### config.mk
export PLATFORM = sky130hd
export DESIGN_NAME = mist_exec
export DESIGN_NICKNAME = d
export VERILOG_FILES = /design/src/verilog/mist_pkg.sv /design/src/verilog/mist_exec.sv
export VERILOG_INCLUDE_DIRS = /design/src /design/src/verilog
export SDC_FILE = /design/constraint.sdc
export NUM_CORES = 1
export LEC_CHECK = 0
export BUFFER_PORTS_ARGS = -buffer_cell sky130_fd_sc_hd__buf_2
export CORE_MARGIN = 2
export CORE_UTILIZATION = 50
export DETAILED_ROUTE_END_ITERATION = 10
export PLACE_DENSITY = 0.85
export SLEW_MARGIN = 40
export SYNTH_ARGS = -nofsm -noshare
export SYNTH_HDL_FRONTEND = slang
export SYNTH_SLANG_ARGS = --single-unit
### constraint.sdc
create_clock -name clk -period 4 [get_ports clk]
set_input_delay 0.4 -clock clk [delete_from_list [all_inputs] [get_ports clk]]
set_output_delay 0.4 -clock clk [all_outputs]
set_load 0.05 [all_outputs]
### src/verilog/mist_defs.svh
`ifndef MIST_DEFS_SVH
`define MIST_DEFS_SVH
// opcode patterns (14-bit words)
`define MIST_OP_SWAP_HI 6'h0e
`define MIST_OP_XORF_HI 6'h06
`define MIST_OP_TEST_HI 7'h11
`define MIST_OP_XORL_HI 6'h1f
`define MIST_OP_TABH 14'h0058
`define MIST_OP_TABL 14'h0050
`define MIST_ROM_W 14
`define MIST_ROM_AW 12
`define MIST_FILE_AW 7
`define MIST_BYTE_W 8
`define MIST_DEST_BIT 7
`define MIST_NIB_W 4
`define MIST_ACC_RST 8'h00
`endif

### src/verilog/mist_pkg.sv
package mist_pkg;
    typedef enum logic [2:0] {MIST_NONE, MIST_SWAP, MIST_XORF, MIST_XORL, MIST_TEST, MIST_TABH, MIST_TABL}
        mist_op_t;
    typedef enum logic {MIST_EXEC, MIST_FETCH} mist_state_t;
endpackage : mist_pkg

### src/verilog/mist_exec.sv
`timescale 1ns/100ps
`include "mist_defs.svh"
// Behaviour
// - nibble swap exchanges the halves of the addressed register and writes the accumulator (d=0) or the register (d=1) in one cycle, flags untouched.
// - the high-byte table read loads the accumulator with the upper bits of the ROM word at the table pointer over two cycles.
// - the low-byte table read loads the accumulator with bits 7..0 of the ROM word at the table pointer over two cycles.
// - the table pointer is the low four bits of the pointer-high register above the indirect-address register's eight bits.
// - ROM words are 14 bits, the low read gives bits 7..0 and the high read the bits above.
// - zero test sets the zero flag when the addressed register is zero and changes nothing else.
// - literal XOR puts accumulator XOR literal into the accumulator and updates zero in one cycle.
// - register XOR puts accumulator XOR register into the accumulator or register and updates zero in one cycle.
module mist_exec #(
    parameter int ROM_AW = `MIST_ROM_AW
) (
    input wire logic clk,
    input wire logic resetn,
    input wire logic clkEn,
    input wire logic insnValid,
    input wire logic [`MIST_ROM_W-1:0] insnWord,
    output logic insnReady,
    output logic [`MIST_FILE_AW-1:0] fileAddr,
    input wire logic [`MIST_BYTE_W-1:0] fileRdata,
    output logic fileWe,
    output logic [`MIST_FILE_AW-1:0] fileWaddr,
    output logic [`MIST_BYTE_W-1:0] fileWdata,
    input wire logic [`MIST_BYTE_W-1:0] pointerHighReg,
    input wire logic [`MIST_BYTE_W-1:0] indirectAddressReg,
    output logic romRd,
    output logic [ROM_AW-1:0] romAddr,
    input wire logic [`MIST_ROM_W-1:0] romData,
    output logic [`MIST_BYTE_W-1:0] acc,
    output logic zeroFlag,
    output logic busy
);
    logic [`MIST_BYTE_W-1:0] acc_r, acc_nxt;
    logic zero_r, zero_nxt;
    logic fileWe_r, fileWe_nxt;
    logic [`MIST_FILE_AW-1:0] fileWaddr_r;
    logic [`MIST_BYTE_W-1:0] fileWdata_r, fileWdata_nxt;
    logic romRd_r;
    logic [ROM_AW-1:0] romAddr_r;
    logic tabHigh_r;
    mist_pkg::mist_state_t state_r, state_nxt;

    wire logic dBit = insnWord[`MIST_DEST_BIT];
    wire logic [`MIST_ROM_W-`MIST_BYTE_W-1:0] opHi = insnWord[`MIST_ROM_W-1:`MIST_BYTE_W];
    wire logic [`MIST_ROM_W-`MIST_DEST_BIT-1:0] opHiTest = insnWord[`MIST_ROM_W-1:`MIST_DEST_BIT];
    wire logic [`MIST_FILE_AW-1:0] opFile = insnWord[`MIST_FILE_AW-1:0];
    wire logic [`MIST_BYTE_W-1:0] opLit = insnWord[`MIST_BYTE_W-1:0];
    wire logic [`MIST_BYTE_W-1:0] swapVal = {fileRdata[`MIST_NIB_W-1:0],
        fileRdata[`MIST_BYTE_W-1:`MIST_NIB_W]};
    wire logic [`MIST_BYTE_W-1:0] xorFVal = acc_r ^ fileRdata;
    wire logic [`MIST_BYTE_W-1:0] xorLVal = acc_r ^ opLit;
    // table pointer: high register supplies bits above 7, truncated to the ROM width
    wire logic [2*`MIST_BYTE_W-1:0] ptrFull = {pointerHighReg, indirectAddressReg};
    wire logic [ROM_AW-1:0] tabPtr = ptrFull[ROM_AW-1:0];
    wire logic [`MIST_BYTE_W-1:0] romHigh = {{(2*`MIST_BYTE_W-`MIST_ROM_W){1'b0}},
        romData[`MIST_ROM_W-1:`MIST_BYTE_W]};
    wire logic [`MIST_BYTE_W-1:0] romLow = romData[`MIST_BYTE_W-1:0];

    mist_pkg::mist_op_t op;
    assign op = (opHi == `MIST_OP_SWAP_HI) ? mist_pkg::MIST_SWAP :
                (opHi == `MIST_OP_XORF_HI) ? mist_pkg::MIST_XORF :
                (opHi == `MIST_OP_XORL_HI) ? mist_pkg::MIST_XORL :
                (opHiTest == `MIST_OP_TEST_HI) ? mist_pkg::MIST_TEST :
                (insnWord == `MIST_OP_TABH) ? mist_pkg::MIST_TABH :
                (insnWord == `MIST_OP_TABL) ? mist_pkg::MIST_TABL : mist_pkg::MIST_NONE;

    wire logic inExec = (state_r == mist_pkg::MIST_EXEC);
    wire logic take = clkEn && insnValid && inExec;
    wire logic isTab = (op == mist_pkg::MIST_TABH) || (op == mist_pkg::MIST_TABL);

    assign insnReady = inExec;
    assign fileAddr = opFile;
    assign acc = acc_r;
    assign zeroFlag = zero_r;
    assign fileWe = fileWe_r;
    assign fileWaddr = fileWaddr_r;
    assign fileWdata = fileWdata_r;
    assign romRd = romRd_r;
    assign romAddr = romAddr_r;
    assign busy = !inExec;

    always_comb begin
        acc_nxt = acc_r;
        zero_nxt = zero_r;
        fileWe_nxt = 1'b0;
        fileWdata_nxt = fileWdata_r;
        state_nxt = state_r;
        case (state_r)
            mist_pkg::MIST_EXEC: begin
                if (insnValid) begin
                    case (op)
                        mist_pkg::MIST_SWAP: begin
                            if (dBit) begin
                                fileWe_nxt = 1'b1;
                                fileWdata_nxt = swapVal;
                            end else begin
                                acc_nxt = swapVal;
                            end
                        end
                        mist_pkg::MIST_XORF: begin
                            if (dBit) begin
                                fileWe_nxt = 1'b1;
                                fileWdata_nxt = xorFVal;
                            end else begin
                                acc_nxt = xorFVal;
                            end
                            zero_nxt = (xorFVal == `MIST_ACC_RST);
                        end
                        mist_pkg::MIST_XORL: begin
                            acc_nxt = xorLVal;
                            zero_nxt = (xorLVal == `MIST_ACC_RST);
                        end
                        mist_pkg::MIST_TEST: zero_nxt = (fileRdata == `MIST_ACC_RST);
                        mist_pkg::MIST_TABH, mist_pkg::MIST_TABL: state_nxt = mist_pkg::MIST_FETCH;
                        default: ;
                    endcase
                end
            end
            mist_pkg::MIST_FETCH: begin
                // second cycle: the partner drives the ROM word for the registered romAddr onto romData without a clock
                acc_nxt = tabHigh_r ? romHigh : romLow;
                state_nxt = mist_pkg::MIST_EXEC;
            end
            default: state_nxt = mist_pkg::MIST_EXEC;
        endcase
    end

    always_ff @(posedge clk) begin
        if (!resetn) begin
            acc_r <= `MIST_ACC_RST;
            zero_r <= 1'b0;
            fileWe_r <= 1'b0;
            fileWaddr_r <= '0;
            fileWdata_r <= `MIST_ACC_RST;
            romRd_r <= 1'b0;
            romAddr_r <= '0;
            tabHigh_r <= 1'b0;
            state_r <= mist_pkg::MIST_EXEC;
        end else if (clkEn) begin
            acc_r <= acc_nxt;
            zero_r <= zero_nxt;
            fileWe_r <= fileWe_nxt;
            fileWdata_r <= fileWdata_nxt;
            state_r <= state_nxt;
            if (take) begin
                fileWaddr_r <= opFile;
            end
            romRd_r <= take && isTab;
            if (take && isTab) begin
                romAddr_r <= tabPtr;
                tabHigh_r <= (op == mist_pkg::MIST_TABH);
            end
        end
    end
endmodule : mist_exec

Word level (Yosys, flattened, before mapping) --
Cells that the tools add are included. W data, S select, Z words.
Operators by class: add/subtract/negate cells 0, multiply operators 0, divide/modulo/power cells 0, magnitude comparators 0, eq/ne operators 18, shift-type cells 0, muxes and demuxes 23, bitwise gates (word level) 3, reductions and logical operators 16
Operators with widths (number):
- $mux W8 | 6
- $pmux W8 S2 | 2
- $eq A14 B7 Y1 const B | 2
- $logic_not A8 Y1 | 3
- $pmux W8 S3 | 1
- $mux W3 | 6
- $xor A8 B8 Y8 | 2
- $eq A3 B3 Y1 const B | 3
- $eq A7 B5 Y1 const B | 1
- $eq A3 B2 Y1 const B | 2
- $eq A6 B3 Y1 const B | 1
- $eq A6 B4 Y1 const B | 1
- $eq A6 B5 Y1 const B | 1
- $mux W1 | 6
- $ne A2 B2 Y1 const B | 3
- $ne A3 B3 Y1 const B | 2
- $reduce_and A6 Y1 | 1
- $reduce_and A5 Y1 | 1
- $ne A4 B1 Y1 const B | 1
- $reduce_and A2 Y1 | 2
- $reduce_and A4 Y1 | 1
- $reduce_or A2 Y1 | 2
- $eq A3 B1 Y1 const B | 1
- $logic_and A1 B1 Y1 | 3
- 6 further kinds | 6
Word-level totals: register bits 40, bits in latches 0, memory bits (writable) 0, ROM bits 0, input port bits 56, output and inout port bits 47, word-level logic and storage cells 69, memories 0

Logic depth before layout (Yosys ltp) --
depth in word-level cells 12, gate-level depth with buffers 7, gate-level depth less buffers 5

Least setup slack after synthesis --
No wires, ideal clock.
path type flip-flop to flip-flop, start register state_r, in the netlist busy, end register fileWdata_r[0], in the netlist fileWdata[0], library setup time 70 ps, data arrival time 1748 ps, required time 3930 ps, path slack 2182 ps, cell stages (with the launch flop) 6, path buffers 0, period minus slack after synthesis 1818 ps, cells stage by stage dfxtp_1 inv_1 nand3_1 nor2_1 nand2_1 a21oi_1
Between the ends: word-level cells in the longest chain between the ends 2
Ends and longest elaborated chain:
- start: declaration | RTL line mist_exec.sv:43 | mist_pkg::mist_state_t state_r, state_nxt;
- start signal: assignment | RTL line mist_exec.sv:140 | state_r <= mist_pkg::MIST_EXEC;
- start signal: assignment | RTL line mist_exec.sv:146 | state_r <= state_nxt;
- $not A1 Y1
- via insnReady | RTL line mist_exec.sv:20 | output logic insnReady,
- $reduce_and A6 Y1 (no line)
- end signal: assignment | RTL line mist_exec.sv:136 | fileWdata_r <= `MIST_ACC_RST;
- end signal: assignment | RTL line mist_exec.sv:145 | fileWdata_r <= fileWdata_nxt;
- end: declaration | RTL line mist_exec.sv:39 | logic [`MIST_BYTE_W-1:0] fileWdata_r, fileWdata_nxt;
The timed path passes the listed nets, and every way through them passes these cells. A chain may end at the register's enable or synchronous reset.

Worst setup path after layout --
start register state_r, in the netlist busy, end register romAddr_r[5], in the netlist romAddr[5]
Between the ends: word-level cells in the longest chain between the ends 4
Ends and longest elaborated chain:
- $not A1 Y1
- $logic_and A1 B1 Y1 | RTL line mist_exec.sv:70 | wire logic take = clkEn && insnValid && inExec;
- $logic_and A1 B1 Y1 | RTL line mist_exec.sv:151 | if (take && isTab) begin
- $reduce_and A2 Y1 (no line)
- end signal: assignment | RTL line mist_exec.sv:152 | romAddr_r <= tabPtr;
- end: declaration | RTL line mist_exec.sv:41 | logic [ROM_AW-1:0] romAddr_r;
Every way passes these cells.

==> flow_summary.json <==
{
  "max_slew.worst_pin.slew_ps": 711.0,
  "critical-path-slowest-cell": "and3b_1",
  "path_buf_inv": 0,
  "yosysTopAreaCell": "dfxtp_1",
  "avgRoutedWirePerCell_um": 15.86,
  "gp_congestion": 0.9466,
  "maximum_number_of_pins_on_one_net_before_global_route_repair": 34,
  "count_of_cell_types_in_the_netlist": 42,
  "cts-root-to-sink-buffers": 2,
  "via_count": 2252,
  "power.internal_uw": 633.4,
  "finalCritPeriodShare_pct": 54.78,
  "max_slew_margin_pct": 52.60,
  "design.die.area_um2": 5039,
  "postCtsSetupRepairBufs": 0,
  "grt_pass1_wl_um": 9749,
  "dr.first_iter.drc_count": 186,
  "synthesized_net_count": 311,
  "cpLargestDelayFamily": "simple AND/OR/NAND/NOR gates",
  "grt_antenna_before_repair": 0,
  "post-route-drc-count": 0,
  "clock-sinks": 40,
  "grt_overflow_total": 0,
  "timing.critical_path.from_type": "flip-flop",
  "worst-endpoint-arrival_ps": 2360,
  "post_cts_hold_buffer_count": 0,
  "synth_enable_flop_cells": 0,
  "tritoncts": "built",
  "post-synth-top-count-cell": "nand2_1",
  "core_region_area_um2": 4324,
  "cts-buffers-inserted": 5,
  "power_switching_uw": 235.4,
  "power.sequential.fraction_pct": 46.6,
  "finalWorstSetupSlack_ps": 1809,
  "antenna_cells_inserted": 0,
  "post_synth_main_area_contributors": "dfxtp_1 36%, mux2i_1 8.0%, nand2_1 7.0%",
  "required_ps": 4170,
  "ff_latch_area_um2": 800.8,
  "dpl_worst_slack_ps": 1660,
  "fmax_mhz": 456.4,
  "placedInstanceArea_um2": 2655,
  "drt-pass1-iter-count": 6,
  "max-vdd-ir-drop_mv": 0.2666,
  "cpPeakStageDelay_ps": 550,
  "port_buffers": 98,
  "io_pins": 103,
  "yosysTopAreaCellShare_pct": 35.69,
  "core.rowCount": 24,
  "post_drt_via_cell_ratio": 5.730,
  "multi_input_comb_area_um2": 1287,
  "critical_path_class": "reg -> reg",
  "worst_hold_path.num_cells": 3,
  "fin_worst_skew_ps": 10.22,
  "yosys-top-cells-count": "42 x nand2_1, 40 x dfxtp_1, 24 x a21oi_1",
  "run_status": "complete, no violations",
  "finish.instance_area_um2": 2766,
  "cp.depth": 5,
  "p_per_area_nw_per_um2": 314.1,
  "synthesis.area_per_instance_um2": 8.798,
  "cts.reportedPaths.clkPinSlew_ps": 80,
  "critical_path.max_fanout": 15,
  "report.final.slew_viol_count": 0,
  "synth-async-reset-ratio_pct": 0,
  "switching_share_pct": 27.09,
  "yosys_register_bits": 40,
  "starting_density_of_the_core_pct": 51.88,
  "part_of_the_yosys_area_used_for_sequential_elements_pct": 35.69,
  "chipHeight_um": 70.99,
  "power_leakage_uw": 0.001207,
  "setup_violations": 0,
  "grt_util_all_layers_pct": 24.33,
  "detail_route.wirelength_um": 6232,
  "postSynth.topFlopCell": "dfxtp_1",
  "detail-route-antenna-nets": 0,
  "combinationalPowerShare_pct": 15.1,
  "synthCells": 255,
  "maxCapViolations": 0,
  "fraction_of_layout_cells_with_a_size_suffix_above_1_pct": 37.83,
  "dieWidth_um": 70.99,
  "h_tree_levels": 2,
  "clock_power_share_pct": 38.4,
  "final-hold-violation-count": 0,
  "worst_skew_pair.late_latency_ps": 300,
  "post_synthesis_cell_area_um2": 2243,
  "cts_resized": 0,
  "worstPathCellList": "and3b_1 > nand2_1 > a21oi_4 > mux2i_1 > nor2_1",
  "grt_pass1_vias": 2061,
  "hold_path_class": "in -> reg",
  "critical_path.endpoint_type": "flip-flop",
  "dp.final_hpwl_um": 4640,
  "final_nets": 396,
  "finalCriticalPeriod_ps": 2191,
  "synthesis.yosys.warnings": 0,
  "rsz_0062_raised_after_global_routing": "false",
  "worst-r2r-cell-count": 5,
  "library_cell_used_as_clock_root_buffer": "clkbuf_8",
  "final.setup.tns_ps": 0,
  "filler_cell_count": 373,
  "area.growth.synth_to_final_pct": 23.31
}
## state kept, by name, indices dropped and copies added (netlist names)
signal,cells
acc,8
busy,1
fileWaddr,7
fileWdata,8
fileWe,1
romAddr,12
romRd,1
tabHigh_r,1
zeroFlag,1
## metrics by stage
step	cells	total power [uW]	util, %	hold WS, ps
6_report	393	868.8	63.98	328.9
5_1_grt	393	897.4	63.98	346.7
4_1_cts	393	870.1	63.98	328.6
3_5_place_dp	385	542.0	61.40	446.8
3_3_place_gp	385	540.5	61.40	437.4
2_1_floorplan	255	494.8	-	536.0
## cells in the final DEF, fill, tap and decap left out, types with 2 or more instances in the layout
master / synthesis / layout
nand2_1: 42 / 42
a222oi_1: 8 / 8
nor3_1: 2 / 2
a21oi_1: 24 / 24
or2_1: 2 / 2
mux2i_1: 18 / 18
nor4_1: 6 / 6
nor2_1: 17 / 17
o22ai_1: 7 / 7
inv_1: 3 / 2
o21ai_0: 2 / 2
o21a_1: 2 / 2
nand3_1: 7 / 7
clkbuf_8: 0 / 5
xor2_1: 16 / 16
a311oi_1: 2 / 2
dfxtp_1: 40 / 40
mux2_2: 13 / 13
and3b_1: 4 / 4
nand3b_1: 2 / 2
buf_2: 0 / 98
## worst register-to-register path: cells and delay by family (launching register included)
family / cells / cell delay [ps]
AO/OA/AOI/OAI: 1 / 490
flip-flops: 1 / 490
multiplexers: 1 / 270
AND/OR/NAND/NOR: 3 / 810
## metal layers
| metal | GRT usage (%) | share of wire (%) |
|---|---|---|
| met5 | 0 | 0 |
| met3 | 6.268 | 8.8 |
| met2 | 39.25 | 49 |
| met4 | 10.27 | 1.9 |
| met1 | 30.98 | 40 |
## kinds of logic (layout without fill, tap and decap cells)
family                 count (synthesis)  after routing  synth area share, %
XOR/XNOR                              16             16                6.246
flip-flops                            40             40                35.69
multiplexers                          32             32                15.06
buffers and inverters                 23            109                6.916
AO/OA/AOI/OAI                         52             52                15.84
AND/OR/NAND/NOR                       92             92                20.25
## final cells by class
| cell class | instances | share of cell area [%] |
|---|---|---|
| clock inverters | 3 | 1.538 |
| clock buffers | 5 | 2.488 |
| inverters | 3 | 0.4071 |
| well taps | 52 | 2.352 |
| repair buffers | 98 | 17.73 |
| flip-flops and latches | 40 | 28.95 |
| multi-input cells | 192 | 46.54 |
## power groups by stage
stage                     sequential, uW  combinational [uW]  clock (uW)
after floorplan                      428                67.0           0
after global placement               414                 127           0
after detailed placement             414                 128           0
after CTS                            405                 129         337
after global routing                 405                 139         353
final                                405                 131         333
## worst paths after layout
check	slack (ps)	startpoint	to
setup / recovery	1810	busy$_SDFFE_PN0P_	romAddr[5]$_SDFFE_PN0P_
hold / removal	330	indirectAddressReg[4]	romAddr[4]$_SDFFE_PN0P_
setup reg to reg	1810	busy$_SDFFE_PN0P_	romAddr[5]$_SDFFE_PN0P_
hold reg to reg	460	fileWdata[5]$_SDFFE_PN0P_	fileWdata[5]$_SDFFE_PN0P_
(Power assumes the default switching activity.)
